===== src/rtl/fbs_pkg.sv =====
// fbs_pkg: shared constants and types of the four-bit arithmetic slice.
// assumes every slice and the microprogram controller share one clock.
package fbs_pkg;

  // datapath geometry
  localparam int FBS_WIDTH = 4;
  localparam int FBS_DEPTH = 16;
  localparam int FBS_ADDR_W = 4;
  localparam int FBS_CODE_W = 3;
  localparam int FBS_MSB = 3;
  localparam int FBS_LSB = 0;

  // reset contents of the auxiliary register, result register and file; all-zero operand word
  localparam logic [3:0] FBS_AUX_RESET = 4'h0;
  localparam logic [3:0] FBS_Y_RESET = 4'h0;
  localparam logic [3:0] FBS_WORD_RESET = 4'h0;
  localparam logic [3:0] FBS_ZERO_WORD = 4'h0;

  // clock figures
  localparam int FBS_CLK_PERIOD_NS = 50;

  // operand source codes
  localparam logic [2:0] FBS_SRC_A_AUX = 3'h0;
  localparam logic [2:0] FBS_SRC_A_B = 3'h1;
  localparam logic [2:0] FBS_SRC_Z_AUX = 3'h2;
  localparam logic [2:0] FBS_SRC_Z_B = 3'h3;
  localparam logic [2:0] FBS_SRC_Z_A = 3'h4;
  localparam logic [2:0] FBS_SRC_D_A = 3'h5;
  localparam logic [2:0] FBS_SRC_D_AUX = 3'h6;
  localparam logic [2:0] FBS_SRC_D_Z = 3'h7;

  // function codes
  localparam logic [2:0] FBS_FN_ADD = 3'h0;
  localparam logic [2:0] FBS_FN_SUBR = 3'h1;
  localparam logic [2:0] FBS_FN_SUBS = 3'h2;
  localparam logic [2:0] FBS_FN_OR = 3'h3;
  localparam logic [2:0] FBS_FN_AND = 3'h4;
  localparam logic [2:0] FBS_FN_NOTRS = 3'h5;
  localparam logic [2:0] FBS_FN_XOR = 3'h6;
  localparam logic [2:0] FBS_FN_XNOR = 3'h7;

  // destination codes
  localparam logic [2:0] FBS_DST_AUXLD = 3'h0;
  localparam logic [2:0] FBS_DST_NOP = 3'h1;
  localparam logic [2:0] FBS_DST_WR_A = 3'h2;
  localparam logic [2:0] FBS_DST_WR_F = 3'h3;
  localparam logic [2:0] FBS_DST_DN_AUX = 3'h4;
  localparam logic [2:0] FBS_DST_DN = 3'h5;
  localparam logic [2:0] FBS_DST_UP_AUX = 3'h6;
  localparam logic [2:0] FBS_DST_UP = 3'h7;

  typedef enum {FBS_R_PORTA, FBS_R_ZERO, FBS_R_DIRECT} fbs_rsel_t;
  typedef enum {FBS_S_PORTA, FBS_S_PORTB, FBS_S_AUX, FBS_S_ZERO} fbs_ssel_t;
  typedef enum {FBS_SH_NONE, FBS_SH_DOWN, FBS_SH_UP} fbs_shift_t;

endpackage : fbs_pkg


===== src/rtl/fbs_alu.sv =====
// fbs_alu: eight-function four-bit operator with lookahead terms.
// assumes operands are already selected; purely combinational.
`timescale 1ns/1ps
`default_nettype none
module fbs_alu #(
  parameter int W = fbs_pkg::FBS_WIDTH
) (
  input wire logic [W-1:0] r,
  input wire logic [W-1:0] s,
  input wire logic cin,
  input wire logic [2:0] func,
  output logic [W-1:0] f,
  output logic cout,
  output logic gen,
  output logic prop,
  output logic ovf
);

  logic [W-1:0] a;
  logic [W-1:0] b;
  logic [W-1:0] g;
  logic [W-1:0] p;
  logic [W:0] c;
  logic arith;

  // operand conditioning: subtraction is addition of the complement
  always_comb begin
    a = r;
    b = s;
    arith = 1'b1;
    case (func)
      fbs_pkg::FBS_FN_ADD: begin
        a = r;
      end
      fbs_pkg::FBS_FN_SUBR: begin
        a = ~r;
      end
      fbs_pkg::FBS_FN_SUBS: begin
        b = ~s;
      end
      default: begin
        arith = 1'b0;
      end
    endcase
  end

  // carry chain; generate/propagate let an external lookahead unit skip it
  always_comb begin
    g = a & b;
    p = a | b;
    c[0] = cin;
    for (int i = 0; i < W; i++) begin
      c[i+1] = g[i] | (p[i] & c[i]);
    end
    gen = 1'b0;
    prop = 1'b1;
    for (int i = 0; i < W; i++) begin
      gen = g[i] | (p[i] & gen);
      prop = prop & p[i];
    end
    // logic functions offer no lookahead terms; kept here so one process drives them
    if (!arith) begin
      gen = 1'b0;
      prop = 1'b0;
    end
  end

  // result and status; logic functions report no carry and no overflow
  always_comb begin
    case (func)
      fbs_pkg::FBS_FN_OR: f = r | s;
      fbs_pkg::FBS_FN_AND: f = r & s;
      fbs_pkg::FBS_FN_NOTRS: f = ~r & s;
      fbs_pkg::FBS_FN_XOR: f = r ^ s;
      fbs_pkg::FBS_FN_XNOR: f = ~(r ^ s);
      default: f = a ^ b ^ c[W-1:0];
    endcase
    cout = arith & c[W];
    ovf = arith & (c[W-1] ^ c[W]);
  end

endmodule : fbs_alu
`default_nettype wire


===== src/rtl/fbs_regfile.sv =====
// fbs_regfile: sixteen-word two-port working file with combinational reads.
// assumes the write is a single clock edge at the end of the microcycle.
`timescale 1ns/1ps
`default_nettype none
module fbs_regfile #(
  parameter int W = fbs_pkg::FBS_WIDTH,
  parameter int DEPTH = fbs_pkg::FBS_DEPTH,
  parameter int AW = fbs_pkg::FBS_ADDR_W
) (
  input wire logic clk,
  input wire logic rstn,
  input wire logic [AW-1:0] addr_a,
  input wire logic [AW-1:0] addr_b,
  input wire logic wr_en,
  input wire logic [W-1:0] wr_data,
  output logic [W-1:0] rd_a,
  output logic [W-1:0] rd_b
);

  typedef struct packed {
    logic [DEPTH-1:0][W-1:0] word;
  } fbs_file_state_t;

  fbs_file_state_t st;
  fbs_file_state_t next_st;

  // equal addresses, same word
  // both ports read the stored words at once; equal addresses give one word
  always_comb begin
    rd_a = st.word[addr_a];
    rd_b = st.word[addr_b];
  end

  // only the second address is ever written; the write lands on the edge,
  // so the operands seen during the cycle are the pre-write words and no
  // race between reading and writing can arise
  always_comb begin
    next_st = st;
    if (wr_en) begin
      next_st.word[addr_b] = wr_data;
    end
  end

  // file storage, cleared by reset so simulation starts defined
  always_ff @(posedge clk) begin
    if (!rstn) begin
      st <= '{word: {DEPTH{fbs_pkg::FBS_WORD_RESET}}};
    end else begin
      st <= next_st;
    end
  end

endmodule : fbs_regfile
`default_nettype wire


===== src/rtl/fbs_slice_top.sv =====
// fbs_slice_top: cascadable four-bit arithmetic slice, one microcycle per clock.
// assumes the controller and neighbouring slices run on REF_CLK, so the
// shift pins and carry are same-domain signals and are not synchronised.
//
// How it works
// - sixteen four-bit words, two independent read ports
// - equal addresses show identical word on both
// - writes go only to second address
// - file input unshifted, shifted up or down
// - write lands on the edge so reads cannot be disturbed
// - first operand: port A or direct input
// - second operand: port A, port B, aux
// - inhibit setting gives an all-zero operand
// - operand-select code maps the eight pairs
// - three arithmetic, five logic functions selected
// - function code map; carry adds one
// - carry in and out active high
// - generate, propagate and ripple carry out
// - sign is top result bit, always valid
// - zero high when result all low, open-collector
// - overflow when top two carries differ
// - destination code picks store and output
// - destination code map incl. aux shifts
// - aux loads on edge, file writes
// - result output high impedance when disabled
// - separate four-bit auxiliary register
`timescale 1ns/1ps
`default_nettype none
module fbs_slice_top #(
  parameter int W = fbs_pkg::FBS_WIDTH,
  parameter int AW = fbs_pkg::FBS_ADDR_W
) (
  input wire logic REF_CLK,
  input wire logic RSTN,
  input wire logic [AW-1:0] ADDR_A,
  input wire logic [AW-1:0] ADDR_B,
  input wire logic [W-1:0] DIRECT_IN,
  input wire logic [2:0] SRC_SEL,
  input wire logic [2:0] FUNC_SEL,
  input wire logic [2:0] DEST_SEL,
  input wire logic CARRY_IN,
  input wire logic OE_N,
  output logic [W-1:0] Y_OUT,
  output logic Y_OE,
  output logic CARRY_OUT,
  output logic CARRY_GEN,
  output logic CARRY_PROP,
  output logic OVERFLOW_FLAG,
  output logic SIGN_OUT,
  output logic ZERO_OUT,
  output logic ZERO_OE,
  input wire logic FILE_LO_IN,
  output logic FILE_LO_OUT,
  output logic FILE_LO_OE,
  input wire logic FILE_HI_IN,
  output logic FILE_HI_OUT,
  output logic FILE_HI_OE,
  input wire logic AUX_LO_IN,
  output logic AUX_LO_OUT,
  output logic AUX_LO_OE,
  input wire logic AUX_HI_IN,
  output logic AUX_HI_OUT,
  output logic AUX_HI_OE
);

  // decoded destination control
  typedef struct packed {
    logic aux_load;
    logic file_wr;
    logic y_from_a;
    logic aux_shift;
    logic aux_pins;
  } fbs_dest_t;

  // all state of this module: auxiliary register and registered result
  typedef struct packed {
    logic [W-1:0] aux;
    logic [W-1:0] y;
  } fbs_top_state_t;

  fbs_top_state_t st;
  fbs_top_state_t next_st;

  logic [W-1:0] port_a;
  logic [W-1:0] port_b;
  logic [W-1:0] op_r;
  logic [W-1:0] op_s;
  logic [W-1:0] alu_f;
  logic [W-1:0] file_din;
  logic alu_cout;
  logic alu_gen;
  logic alu_prop;
  logic alu_ovf;
  fbs_pkg::fbs_rsel_t rsel;
  fbs_pkg::fbs_ssel_t ssel;
  fbs_pkg::fbs_shift_t shift;
  fbs_dest_t dest;

  // first operand source for a source code
  function automatic fbs_pkg::fbs_rsel_t fbs_decode_r(input logic [2:0] code);
    fbs_pkg::fbs_rsel_t sel;
    case (code)
      fbs_pkg::FBS_SRC_A_AUX: sel = fbs_pkg::FBS_R_PORTA;
      fbs_pkg::FBS_SRC_A_B: sel = fbs_pkg::FBS_R_PORTA;
      fbs_pkg::FBS_SRC_Z_AUX: sel = fbs_pkg::FBS_R_ZERO;
      fbs_pkg::FBS_SRC_Z_B: sel = fbs_pkg::FBS_R_ZERO;
      fbs_pkg::FBS_SRC_Z_A: sel = fbs_pkg::FBS_R_ZERO;
      default: sel = fbs_pkg::FBS_R_DIRECT;
    endcase
    return sel;
  endfunction : fbs_decode_r

  // second operand source for a source code
  function automatic fbs_pkg::fbs_ssel_t fbs_decode_s(input logic [2:0] code);
    fbs_pkg::fbs_ssel_t sel;
    case (code)
      fbs_pkg::FBS_SRC_A_AUX: sel = fbs_pkg::FBS_S_AUX;
      fbs_pkg::FBS_SRC_A_B: sel = fbs_pkg::FBS_S_PORTB;
      fbs_pkg::FBS_SRC_Z_AUX: sel = fbs_pkg::FBS_S_AUX;
      fbs_pkg::FBS_SRC_Z_B: sel = fbs_pkg::FBS_S_PORTB;
      fbs_pkg::FBS_SRC_Z_A: sel = fbs_pkg::FBS_S_PORTA;
      fbs_pkg::FBS_SRC_D_A: sel = fbs_pkg::FBS_S_PORTA;
      fbs_pkg::FBS_SRC_D_AUX: sel = fbs_pkg::FBS_S_AUX;
      default: sel = fbs_pkg::FBS_S_ZERO;
    endcase
    return sel;
  endfunction : fbs_decode_s

  // file shift direction for a destination code
  function automatic fbs_pkg::fbs_shift_t fbs_decode_shift(input logic [2:0] code);
    fbs_pkg::fbs_shift_t sh;
    case (code)
      fbs_pkg::FBS_DST_DN_AUX: sh = fbs_pkg::FBS_SH_DOWN;
      fbs_pkg::FBS_DST_DN: sh = fbs_pkg::FBS_SH_DOWN;
      fbs_pkg::FBS_DST_UP_AUX: sh = fbs_pkg::FBS_SH_UP;
      fbs_pkg::FBS_DST_UP: sh = fbs_pkg::FBS_SH_UP;
      default: sh = fbs_pkg::FBS_SH_NONE;
    endcase
    return sh;
  endfunction : fbs_decode_shift

  // storage and output controls for a destination code
  function automatic fbs_dest_t fbs_decode_dest(input logic [2:0] code);
    fbs_dest_t d;
    d = '0;
    case (code)
      fbs_pkg::FBS_DST_AUXLD: begin
        d.aux_load = 1'b1;
      end
      fbs_pkg::FBS_DST_NOP: begin
        d.aux_load = 1'b0;
      end
      fbs_pkg::FBS_DST_WR_A: begin
        d.file_wr = 1'b1;
        d.y_from_a = 1'b1;
      end
      fbs_pkg::FBS_DST_WR_F: begin
        d.file_wr = 1'b1;
      end
      fbs_pkg::FBS_DST_DN_AUX, fbs_pkg::FBS_DST_UP_AUX: begin
        d.file_wr = 1'b1;
        d.aux_shift = 1'b1;
        d.aux_pins = 1'b1;
      end
      fbs_pkg::FBS_DST_DN: begin
        d.file_wr = 1'b1;
        d.aux_pins = 1'b1;
      end
      default: begin
        d.file_wr = 1'b1;
      end
    endcase
    return d;
  endfunction : fbs_decode_dest

  // shift a word one place, filling the vacated end from a neighbour pin
  function automatic logic [W-1:0] fbs_shift_word(input logic [W-1:0] word,
                                                  input fbs_pkg::fbs_shift_t sh,
                                                  input logic fill_lo,
                                                  input logic fill_hi);
    logic [W-1:0] res;
    case (sh)
      fbs_pkg::FBS_SH_DOWN: res = {fill_hi, word[W-1:1]};
      fbs_pkg::FBS_SH_UP: res = {word[W-2:0], fill_lo};
      default: res = word;
    endcase
    return res;
  endfunction : fbs_shift_word

  // controller picks codes
  // the microinstruction is decoded fresh every cycle; no code is held here
  always_comb begin
    rsel = fbs_decode_r(SRC_SEL);
    ssel = fbs_decode_s(SRC_SEL);
    shift = fbs_decode_shift(DEST_SEL);
    dest = fbs_decode_dest(DEST_SEL);
  end

  fbs_regfile #(
    .W(W),
    .DEPTH(fbs_pkg::FBS_DEPTH),
    .AW(AW)
  ) u_file (
    .clk(REF_CLK),
    .rstn(RSTN),
    .addr_a(ADDR_A),
    .addr_b(ADDR_B),
    .wr_en(dest.file_wr),
    .wr_data(file_din),
    .rd_a(port_a),
    .rd_b(port_b)
  );

  always_comb begin
    case (rsel)
      fbs_pkg::FBS_R_PORTA: op_r = port_a;
      fbs_pkg::FBS_R_DIRECT: op_r = DIRECT_IN;
      default: op_r = fbs_pkg::FBS_ZERO_WORD;
    endcase
  end

  always_comb begin
    case (ssel)
      fbs_pkg::FBS_S_PORTA: op_s = port_a;
      fbs_pkg::FBS_S_PORTB: op_s = port_b;
      fbs_pkg::FBS_S_AUX: op_s = st.aux;
      default: op_s = fbs_pkg::FBS_ZERO_WORD;
    endcase
  end

  fbs_alu #(
    .W(W)
  ) u_alu (
    .r(op_r),
    .s(op_s),
    .cin(CARRY_IN),
    .func(FUNC_SEL),
    .f(alu_f),
    .cout(alu_cout),
    .gen(alu_gen),
    .prop(alu_prop),
    .ovf(alu_ovf)
  );

  // file input shifter
  // the vacated bit comes from the neighbouring slice in the same cycle
  always_comb begin
    file_din = fbs_shift_word(alu_f, shift, FILE_LO_IN, FILE_HI_IN);
  end

  // overflow from carries
  // combinational so ripple and lookahead chains settle within one cycle
  always_comb begin
    CARRY_OUT = alu_cout;
    CARRY_GEN = alu_gen;
    CARRY_PROP = alu_prop;
    OVERFLOW_FLAG = alu_ovf;
  end

  // open-collector zero detect
  // the pin is only ever pulled low, so slices can share one wire
  always_comb begin
    SIGN_OUT = alu_f[fbs_pkg::FBS_MSB];
    ZERO_OUT = 1'b0;
    ZERO_OE = (alu_f != fbs_pkg::FBS_ZERO_WORD);
  end

  // file shift pins
  // outgoing end bit driven only in the matching direction
  always_comb begin
    FILE_LO_OUT = alu_f[fbs_pkg::FBS_LSB];
    FILE_HI_OUT = alu_f[fbs_pkg::FBS_MSB];
    FILE_LO_OE = (shift == fbs_pkg::FBS_SH_DOWN);
    FILE_HI_OE = (shift == fbs_pkg::FBS_SH_UP);
  end

  // aux shift pins
  // code 5 still drives the low aux bit; code 7 leaves both released
  always_comb begin
    AUX_LO_OUT = st.aux[fbs_pkg::FBS_LSB];
    AUX_HI_OUT = st.aux[fbs_pkg::FBS_MSB];
    AUX_LO_OE = dest.aux_pins && (shift == fbs_pkg::FBS_SH_DOWN);
    AUX_HI_OE = dest.aux_pins && (shift == fbs_pkg::FBS_SH_UP);
  end

  always_comb begin
    next_st = st;
    if (dest.aux_load) begin
      next_st.aux = alu_f;
    end else if (dest.aux_shift) begin
      next_st.aux = fbs_shift_word(st.aux, shift, AUX_LO_IN, AUX_HI_IN);
    end
    next_st.y = dest.y_from_a ? port_a : alu_f;
  end

  // aux loads on edge
  // a single edge ends the microcycle for the file, aux and result alike
  always_ff @(posedge REF_CLK) begin
    if (!RSTN) begin
      st <= '{aux: fbs_pkg::FBS_AUX_RESET, y: fbs_pkg::FBS_Y_RESET};
    end else begin
      st <= next_st;
    end
  end

  // result output enable
  // data comes from the register; the enable follows the pin at once
  always_comb begin
    Y_OUT = st.y;
    Y_OE = !OE_N;
  end

endmodule : fbs_slice_top
`default_nettype wire


===== config.mk =====
export PLATFORM = sky130hd
export DESIGN_NAME = fbs_slice_top
export DESIGN_NICKNAME = d
export VERILOG_FILES = /design/src/rtl/fbs_pkg.sv /design/src/rtl/fbs_alu.sv /design/src/rtl/fbs_regfile.sv /design/src/rtl/fbs_slice_top.sv
export SDC_FILE = /design/constraint.sdc
export NUM_CORES = 1
export LEC_CHECK = 0
export BUFFER_PORTS_ARGS = -buffer_cell sky130_fd_sc_hd__clkbuf_2
export CORE_AREA = 2 2 106 108
export CTS_CLUSTER_SIZE = 14
export DETAILED_ROUTE_END_ITERATION = 12
export DIE_AREA = 0 0 108 110
export HOLD_SLACK_MARGIN = 0.05
export PLACE_DENSITY = 0.78
export SLEW_MARGIN = 30
export SYNTH_ARGS = -nofsm -noshare
export SYNTH_HDL_FRONTEND = slang
export SYNTH_SLANG_ARGS = --single-unit

===== constraint.sdc =====
create_clock -name REF_CLK -period 8.65 [get_ports REF_CLK]
set_clock_uncertainty 0.15 [all_clocks]
set_input_delay 2.1625 -clock REF_CLK [delete_from_list [all_inputs] [get_ports REF_CLK]]
set_output_delay 2.1625 -clock REF_CLK [all_outputs]
set_load 0.03 [all_outputs]

# Yosys cells after proc, flatten, opt, wreduce, memory -nomap -nowiden
# Cells that the tools add are included.
# totals
ff_bits	72
input_bits	29
wordCells	129
# op_classes
magnitude_cmp	3
n_eq_ne	26
n_mux	27
bitwise_logic	31
reduce_logical	24
# ops
operator	n
equality test 32 x 2 -> 1 bit, second input constant	4
bitwise mux 64 bit	1
equality test 32 x 1 -> 1 bit, second input constant	2
zero test 32 bit	2
equality test 3 bit, second input constant	11
binary-select mux 4 bit (select 4 bit)	2
equality test 32 x 3 -> 1 bit, second input constant	1
two-way mux 4 bit	8
one-hot mux 4 bit (2 select lines)	3
one-hot mux 4 bit (5 select lines)	1
demux 4 bit (select 4 bit)	1
equality test 3 x 2 -> 1 bit, second input constant	5
OR reduction 2 bit	7
AND 1 bit	12
AND 4 bit	3
inverter 4 bit	3
one-hot mux 4 bit (3 select lines)	1
OR reduction 3 bit	4
XOR 4 bit	3
less-than comparator 4 x 5 -> 1 bit, second input constant	2
equality test 3 x 1 -> 1 bit, second input constant	3
zero test 3 bit	3
bitwise OR 4 bit	2
one-hot mux 2 bit (2 select lines)	2
other kinds (11)	25

# Logic depth before layout (Yosys ltp)
# Gate-level depths: netlist (run 1).
# depth
ltp_word	18
mapped_depth	21
depth_no_buf	19

# Cells and area by module
# From an unflattened synthesis (run 1), not the netlist that was laid out.
# hier_totals
hier_cells	569
area_unflattened_um2	5252.5
# by_module_without_submodules
mod	instances	cells_each	area_per_inst_um2	seq_area_each_um2
fbs_regfile	1	390	3741.1	1281.2
fbs_slice_top	1	92	793.3	160.2
fbs_alu	1	87	718.2	0.0

# Worst setup path before layout (run 1)
# No wires, ideal clock.
# synth_path
kind	input port to output port
startpoint	input ADDR_A[2]
endpoint	output SIGN_OUT
arrival_time_ns	6.401
setup_slack_ns	-0.063
path_stages	17
path_buffers	3
cell_sequence	buf_6 > mux4_1 > a22o_1 > nor4_1 > or3_1 > clkbuf_1 > xnor2_1 > inv_1 > fa_1 > fa_1 > fa_1 > fa_1 > a211oi_1 > a31oi_1 > and2_2 > inv_1 > buf_4
# synth_between
elab_chain_len	14
elab_cells_between_ends	24
classes_between	mux (7); bitwise (17)
# synth_rtl
item	line_no	text
from (decl)	fbs_slice_top.sv:35	input wire logic [AW-1:0] ADDR_A,
binary-select mux 4 bit (select 4 bit) *	fbs_regfile.sv:30	rd_a = st.word[addr_a];
two-way mux 4 bit (implied by the code) *	fbs_regfile.sv:30	
one-hot mux 4 bit (3 select lines) / one-hot mux 4 bit (2 select lines) (equally long branches)	fbs_slice_top.sv:223, fbs_slice_top.sv:215	
inverter 4 bit, on equally long branches	fbs_alu.sv:39, fbs_alu.sv:36, fbs_alu.sv:73	
two-way mux 4 bit	fbs_alu.sv:31	case (func)
bitwise OR 4 bit	fbs_alu.sv:50	p = a | b;
AND 1 bit	fbs_alu.sv:53	c[i+1] = g[i] | (p[i] & c[i]);
bitwise OR 1 bit	fbs_alu.sv:53	
AND 1 bit	fbs_alu.sv:53	
bitwise OR 1 bit	fbs_alu.sv:53	
AND 1 bit	fbs_alu.sv:53	
bitwise OR 1 bit	fbs_alu.sv:53	
XOR 4 bit	fbs_alu.sv:76	default: f = a ^ b ^ c[W-1:0];
one-hot mux 4 bit (5 select lines) *	fbs_alu.sv:70	case (func)
to (decl)	fbs_slice_top.sv:49	output logic SIGN_OUT,
# Every way passes the cells marked *; elsewhere a longest branch is shown, timed or not. The select of a mux whose other input is x is not followed.

# Final worst setup path (run 1)
# layout_path
startpoint	input ADDR_B[3]
endpoint	output FILE_HI_OUT
# layout_between
elab_chain_len	14
elab_cells_between_ends	21
classes_between	mux (5); bitwise (16)
# layout_rtl
item	line_no	text
from (decl)	fbs_slice_top.sv:36	input wire logic [AW-1:0] ADDR_B,
binary-select mux 4 bit (select 4 bit) *	fbs_regfile.sv:31	rd_b = st.word[addr_b];
two-way mux 4 bit (implied by the code) *	fbs_regfile.sv:31	
one-hot mux 4 bit (3 select lines) *	fbs_slice_top.sv:223	case (ssel)
inverter 4 bit	fbs_alu.sv:39	b = ~s;
two-way mux 4 bit	fbs_alu.sv:31	
bitwise OR 4 bit	fbs_alu.sv:50	
AND 1 bit	fbs_alu.sv:53	
bitwise OR 1 bit	fbs_alu.sv:53	
AND 1 bit	fbs_alu.sv:53	
bitwise OR 1 bit	fbs_alu.sv:53	
AND 1 bit	fbs_alu.sv:53	
bitwise OR 1 bit	fbs_alu.sv:53	
XOR 4 bit	fbs_alu.sv:76	
one-hot mux 4 bit (5 select lines) *	fbs_alu.sv:70	
to (decl)	fbs_slice_top.sv:56	output logic FILE_HI_OUT,
# Marks and branches as above.

==> impl_metrics.tcl, run 1 <==
set metrics [dict create \
    status "finished, final reports clean" \
    netlist-cell-type-count 70 \
    yosys.cell_count.top_type "dfxtp_1" \
    groute.usage.overall_pct 24.8 \
    combinationalPowerShare_pct 24.0 \
    number_of_global_route_vias_before_repair 4530 \
    globalRouteOverflowTotal 0 \
    synth.largest_area_cell "dfxtp_1" \
    min-delay-path-class "register to register" \
    max_freq_mhz 117 \
    timing.slew.headroom_pct 35.3 \
    pre_cts_slack_ns -0.0694 \
    cpMaxStageDelayCell "mux4_2" \
    wirelength_mm 14.7 \
    detailroute.via_count 4724 \
    leakage_power_nw 2.28 \
    final_antenna_net_count 0 \
    synth.cells.most_frequent "dfxtp_1 (72), nand3_1 (64), nand2_1 (35), nor2_1 (29), o21ai_1 (27)" \
    io_buffer_count 47 \
    multi_input_area_mm2 0.00335 \
    post_synth_instance_area_mm2 0.00521 \
    placedInstanceArea_mm2 0.00548 \
    finalSetupViolations 0 \
    worst_slew_pin_slew_ns 0.971 \
    fillers 931 \
    grt_first_pass_wirelength_mm 22.9 \
    die_outline_area_mm2 0.0119 \
    total_switching_power_uw 280 \
    drcViolationCount 0 \
    timing.final.hold_violations 0 \
    core.rowCount 38 \
    floorplan.core_area_mm2 0.0107 \
    start_kind "input pin" \
    worst_ep_arrival_ns 6.20 \
    peakVddDrop_mv 0.0970 \
    clock-sinks 72 \
    clk_root_buffer_cell "clkbuf_8" \
    detail_route.wl_per_cell_um 19.6 \
    critical_path_buf_inv_count 4 \
    dr.pass1.iters 5 \
    synth_nets 611 \
    worst_path_most_repeated_cell "fa_2" \
    clk_path_buf_depth 2 \
    initial_utilization_pct 48.7 \
    total_non_filler_cell_area_in_the_finished_layout_mm2 0.00572 \
    num_antenna_cells 0 \
    p_clk_share_pct 32.7 \
    finalWeightedCongestion 0.982 \
    ys_dominant_reg_cell "dfxtp_1" \
    final_core_util_pct 53.5 \
    maximum_number_of_pins_on_one_net_before_global_route_repair 73 \
    power_density_mw_per_mm2 139 \
    flow.area_growth_from_synthesis_pct 9.84 \
    dieWidth_um 108 \
    postSynth.asyncResetShare_pct 0 \
    synth.area.top_cells "dfxtp_1 (28%), nand3_1 (6.1%), mux4_2 (6.1%), mux4_1 (5.5%), mux2i_1 (5.0%)" \
    switching_share_pct 35.1 \
    worst_slack_ns 0.138 \
    yosysSeqAreaShare_pct 27.7 \
    period_minus_slack_ns 8.51 \
    holdWs_ns 0.334 \
    die_height_um 110 \
    cts_tree "built" \
    finalNetCount 654 \
    final-max-slew-violation-count 0 \
    ys_ff_latch 72 \
    power_uw 797 \
    htreeDepth 3 \
    cts.clk_slew.worst_paths_ns 0.09 \
    crit_type "input pin to primary output" \
    io_pins 49 \
    period_share_pct 98.4 \
    postSynthCellCount 562 \
    drt_iter0_markers 531 \
    dpl.hpwl_mm 11.1 \
    grt_antenna_before_repair 0 \
    power.share.sequential_pct 43.3 \
    syn-mean-instance-area_um2 9.27 \
    cts_inserted_buffers 9 \
    max-cap-violations 0 \
    count_of_flip_flops_with_a_built_in_enable_after_synthesis 0 \
    cp_max_fo 5 \
    timing.critical_path.required_ns 6.34 \
    synth_warnings 0 \
    cell_internal_pwr_uw 518 \
    share_of_final_layout_standard_cells_stronger_than_drive_strength_1_pct 24.9 \
    netlist.area_leader.share_pct 27.7 \
    critical_path.max_stage_delay_ns 0.52 \
    seqCellArea_mm2 0.00144 \
    detail_route.vias_per_cell 6.30 \
    cts_hold_buffers 0 \
    critical_path.cell_chain "clkbuf_2 -> mux4_2 -> mux2i_1 -> o211ai_1 -> nor3_1 -> or3_4 -> xnor2_4 -> inv_1 -> fa_2 -> fa_2 -> fa_2 -> fa_1 -> a211oi_1 -> a31oi_1 -> and2_4 -> clkinvlp_4 -> clkbuf_2" \
    worst_path_dominant_cell_family "adder cells" \
    cp-end-kind "primary output" \
    worst_skew_pair.late_latency_ns 0.37 \
]
[timing repair]
action / CTS / global route
gates cloned: 0 / 0
setup buffers: 0 / 2
resized for setup: 5 / 11
endpoints found under the setup margin: 3 / 3
pin swaps: 1 / 3
[cells in the final DEF (no fill, tap or decap), types with 4 or more instances in the layout]
master      synthesis  final
dfxtp_1            72     72
nand3_1            64     64
clkbuf_2            0     46
nand2_1            35     34
buf_4              10     30
nor2_1             29     29
o21ai_1            27     27
mux2i_1            26     26
inv_1              24     23
mux4_2             14     17
o31ai_1            17     17
a31oi_1            15     15
and3_1             15     15
ha_1               16     15
o21ai_0            14     14
xnor2_1            13     12
a21oi_1            11     11
o21ai_2            11     11
a22oi_1            10     10
clkbuf_8            6      9
nor2b_1             9      8
mux4_1             11      8
mux2_2              5      5
o211ai_1            5      5
nor3b_1             4      4
nand2b_1            4      4
o22ai_1             4      4
and2_1              4      4
clkinvlp_4          0      4
o31a_1              4      4
[cell families after synthesis]
logic type | count (synthesis) | synth area share, %
flip-flops | 72 | 27.7
adder cells (fa/ha/maj) | 20 | 5.38
AND/OR/NAND/NOR | 186 | 18.2
AO/OA/AOI/OAI | 142 | 19.5
buffers and inverters | 69 | 8.79
other | 1 | 0.0720
multiplexers | 56 | 17.7
XOR/XNOR | 16 | 2.69
[worst register-to-register path: stages (launching register included)]
cell	delay (ns)
dfxtp_1	0.36
mux4_2	0.51
mux2_2	0.28
a21o_1	0.21
nand2_1	0.07
nand2_1	0.13
xor2_2	0.21
inv_1	0.10
fa_2	0.38
fa_2	0.37
fa_2	0.37
fa_1	0.44
a211oi_1	0.23
a31oi_1	0.09
buf_4	0.17
nand3_1	0.07
nand3_1	0.48
o21ai_0	0.35
[power groups by stage]
stage / Combinational, mW / Sequential (mW) / Clock (mW)
6_report: 0.192 / 0.345 / 0.261
5_1_grt: 0.206 / 0.346 / 0.272
4_1_cts: 0.185 / 0.345 / 0.259
3_5_place_dp: 0.183 / 0.352 / 0
3_3_place_gp: 0.177 / 0.352 / 0
2_1_floorplan: 0.142 / 0.351 / 0
[path summary, 6_finish.rpt]
| check | startpoint | to | slack, ns | depth (start not counted) |
|---|---|---|---|---|
| max | ADDR_B[3] | FILE_HI_OUT | 0.14 | 17 |
| min | u_file.st[55] | u_file.st[55] | 0.33 | 2 |
| max reg2reg | u_file.st[28] | u_file.st[43] | 3.61 | 17 |
| min reg2reg | u_file.st[55] | u_file.st[55] | 0.33 | 2 |
[stage by stage]
| step | setup TNS, ns | cells |
|---|---|---|
| 4_1_cts | 0 | 748 |
| 3_5_place_dp | -0.191 | 732 |
| 2_1_floorplan | 0 | 562 |
| 3_3_place_gp | 0 | 732 |
| 5_1_grt | -0.00724 | 750 |
| 6_report | 0 | 750 |
[final cells by class]
| class | count | area share (%) |
|---|---|---|
| clock buffer | 9 | 2.16 |
| clock inverter | 7 | 1.05 |
| inverter | 24 | 1.64 |
| multi-input combinational | 421 | 58.6 |
| sequential | 72 | 25.2 |
| tap | 140 | 3.06 |
| timing repair buffer | 77 | 8.31 |
[sequential cells by signal, indices dropped and copies added, names as in the netlist]
name        flops
u_file.st      64
Y_OUT           4
AUX_HI_OUT      1
st              2
AUX_LO_OUT      1
[metal layers]
metal / wire (um) / GRT usage [%] / vias up
met5: 0 / 0 / -
met4: 463 / 11.3 / 0
met1: 5840 / 29.4 / 2247
met3: 1160 / 5.76 / 50
li1: - / - / 2171
met2: 7210 / 43.0 / 256
No activity file was read; power rests on OpenSTA's default activity.
==> run 2: changes to the inputs <==
--- a/config.mk
+++ b/config.mk
@@ -11,8 +11,9 @@
 export DETAILED_ROUTE_END_ITERATION = 12
 export DIE_AREA = 0 0 108 110
 export HOLD_SLACK_MARGIN = 0.05
-export PLACE_DENSITY = 0.78
+export PLACE_DENSITY = 0.79
 export SLEW_MARGIN = 30
 export SYNTH_ARGS = -nofsm -noshare
 export SYNTH_HDL_FRONTEND = slang
+export SYNTH_HIERARCHICAL = 1
 export SYNTH_SLANG_ARGS = --single-unit
==> impl_metrics.tcl, run 2 <==
set metrics [dict create \
    initial_utilization_pct 49.1 \
    final_antenna_net_count 0 \
    crit_type "input pin to primary output" \
    num_antenna_cells 0 \
    postCtsSetupRepairBufs 0 \
    netlist.area_leader.share_pct 27.4 \
    io_pins 49 \
    globalRouteOverflowTotal 0 \
    max-cap-violations 0 \
    period_minus_slack_ns 8.61 \
    worst_skew_pair.late_latency_ns 0.35 \
    detail_route.wl_per_cell_um 20.1 \
    status "finished, final reports clean" \
    drt_iter0_markers 656 \
    top_register "u_file/st" \
    flow.area_growth_from_synthesis_pct 10.0 \
    worst_slew_pin_slew_ns 0.917 \
    total_switching_power_uw 264 \
    post_synth_instance_area_mm2 0.00525 \
    synth.area.top_cells "dfxtp_1 (27%), mux4_2 (9.4%), nand3_1 (7.8%), o21ai_0 (6.7%), a21boi_0 (6.3%)" \
    power.share.sequential_pct 42.3 \
    floorplan.core_area_mm2 0.0107 \
    timing.final.hold_violations 0 \
    rsz_0062_raised_after_global_routing "true" \
    period_share_pct 99.6 \
    most_common_cell_after_layout_fill_and_taps_aside "nand3_1" \
    cell_internal_pwr_uw 552 \
    largest_register_ff_count 64 \
    io_buffer_count 47 \
    max_freq_mhz 116 \
    dpl.hpwl_mm 10.3 \
    clock-sinks 72 \
    leakage_power_nw 2.12 \
    maximum_number_of_pins_on_one_net_before_global_route_repair 74 \
    synth.largest_area_cell "dfxtp_1" \
    layout_common_cells "nand3_1 (80), dfxtp_1 (72), o21ai_0 (68)" \
    final-max-slew-violation-count 0 \
    peakVddDrop_mv 0.0858 \
    drcViolationCount 0 \
    timing.critical_path.required_ns 6.34 \
    die_outline_area_mm2 0.0119 \
    combinationalPowerShare_pct 24.5 \
    die_height_um 110 \
    yosysSeqAreaShare_pct 27.4 \
    dr.pass1.iters 5 \
    finalSetupViolations 0 \
    clk_root_buffer_cell "clkbuf_8" \
    power_uw 816 \
    share_of_final_layout_standard_cells_stronger_than_drive_strength_1_pct 23.6 \
    cp_max_fo 4 \
    cts_inserted_buffers 9 \
    ys_ff_latch 72 \
    finalNetCount 643 \
    core.rowCount 38 \
    fillers 922 \
    netlist-cell-type-count 61 \
    clk_path_buf_depth 2 \
    wirelength_mm 14.9 \
    timing.slew.headroom_pct 38.8 \
    synth.cells.most_frequent "nand3_1 (82), dfxtp_1 (72), o21ai_0 (70), a21boi_0 (44)" \
    finalWeightedCongestion 0.891 \
    postSynth.asyncResetShare_pct 0 \
    power_density_mw_per_mm2 141 \
    yosys.cell_count.top_type "nand3_1" \
    detail_route.vias_per_cell 6.52 \
    cts.clk_slew.worst_paths_ns 0.07 \
    switching_share_pct 32.3 \
    start_kind "input pin" \
    grt_first_pass_wirelength_mm 23.7 \
    cts_tree "built" \
    total_non_filler_cell_area_in_the_finished_layout_mm2 0.00578 \
    p_clk_share_pct 33.2 \
    cts_hold_buffers 0 \
    number_of_global_route_vias_before_repair 4783 \
    worst_ep_arrival_ns 6.30 \
    grt_antenna_before_repair 0 \
    groute.usage.overall_pct 25.7 \
    dieWidth_um 108 \
    syn-mean-instance-area_um2 9.23 \
    placedInstanceArea_mm2 0.00554 \
    synth_nets 616 \
    min-delay-path-class "register to register" \
    postSynthCellCount 569 \
    ys_dominant_reg_cell "dfxtp_1" \
    synth_warnings 6 \
    cp-end-kind "primary output" \
    detailroute.via_count 4830 \
    htreeDepth 3 \
    count_of_flip_flops_with_a_built_in_enable_after_synthesis 0 \
]
## run 2: layout make-up
class	count	area, um2	area share (%)
multi-input cells	423	3450	59.7
flip-flops and latches	72	1440	24.9
repair buffers	75	459	7.95
well taps	140	175	3.03
clock buffers	11	141	2.45
clock inverters	5	56.3	0.974
inverters	15	56.3	0.974
## run 2: kinds of logic (layout without fill, tap and decap cells)
| logic type | after synthesis | after routing | synth area share (%) |
|---|---|---|---|
| XOR/XNOR | 22 | 22 | 3.67 |
| other | 1 | 1 | 0.0714 |
| buffers and inverters | 74 | 106 | 7.57 |
| flip-flops | 72 | 72 | 27.4 |
| AO/OA/AOI/OAI | 189 | 189 | 23.8 |
| adder cells (fa/ha/maj) | 18 | 18 | 4.86 |
| multiplexers | 38 | 38 | 15.6 |
| AND/OR/NAND/NOR | 155 | 155 | 17.0 |
## run 2: path summary, 6_finish.rpt
path | cells after the start | to | start | slack [ns]
max | 16 | ZERO_OE | ADDR_B[0] | 0.04
min | 2 | u_file/st[42] | u_file/st[42] | 0.35
max reg2reg | 18 | u_file/st[38] | u_file/st[12] | 3.74
min reg2reg | 2 | u_file/st[42] | u_file/st[42] | 0.35
## run 2: metrics by stage
stage | setup TNS, ns | std cells | util (%) | hold WS (ns) | setup slack (ns)
floorplan | 0 | 569 | - | 0.308 | 0.0289
global placement | -0.0727 | 725 | 51.8 | 0.327 | -0.0727
detailed placement | -0.151 | 725 | 51.8 | 0.338 | -0.151
CTS | 0 | 741 | 53.8 | 0.346 | 0.0140
global route | -0.0713 | 741 | 54.0 | 0.364 | -0.0713
finish | 0 | 741 | 54.0 | 0.351 | 0.0358
## run 2: routing by layer
layer | vias to the layer above | part of all wire [%] | wire [um] | track usage [%]
met5 | - | 0 | 0 | 0
met4 | 0 | 3.4 | 512 | 12.5
met1 | 2308 | 38 | 5730 | 31.1
li1 | 2156 | - | - | -
met2 | 311 | 47 | 6990 | 41.8
met3 | 55 | 11 | 1700 | 7.82
## run 2: power by group through the flow
stage | logic [mW] | registers (mW) | clock network, mW
after floorplan | 0.141 | 0.351 | 0
after global placement | 0.187 | 0.352 | 0
after detailed placement | 0.193 | 0.353 | 0
after CTS | 0.195 | 0.345 | 0.274
after global routing | 0.214 | 0.346 | 0.287
final | 0.200 | 0.345 | 0.271
## run 2: repair_timing
| item | CTS | global route |
|---|---|---|
| endpoints found under the setup margin | 1 | 1 |
| resized for setup | 5 | 10 |
| pin swaps | 1 | 1 |
## run 2: worst max-delay path, stage by stage
cell and delay [ns]:
clkbuf_4 0.16, buf_4 0.14, mux4_2 0.49, nand3_1 0.09, nand3_1 0.11, a22o_1 0.23, a21o_1 0.18, xnor2_1 0.17
fa_2 0.37, fa_2 0.36, fa_2 0.36, fa_1 0.52, a22oi_1 0.10, a22o_2 0.28, or4_4 0.40, buf_4 0.18
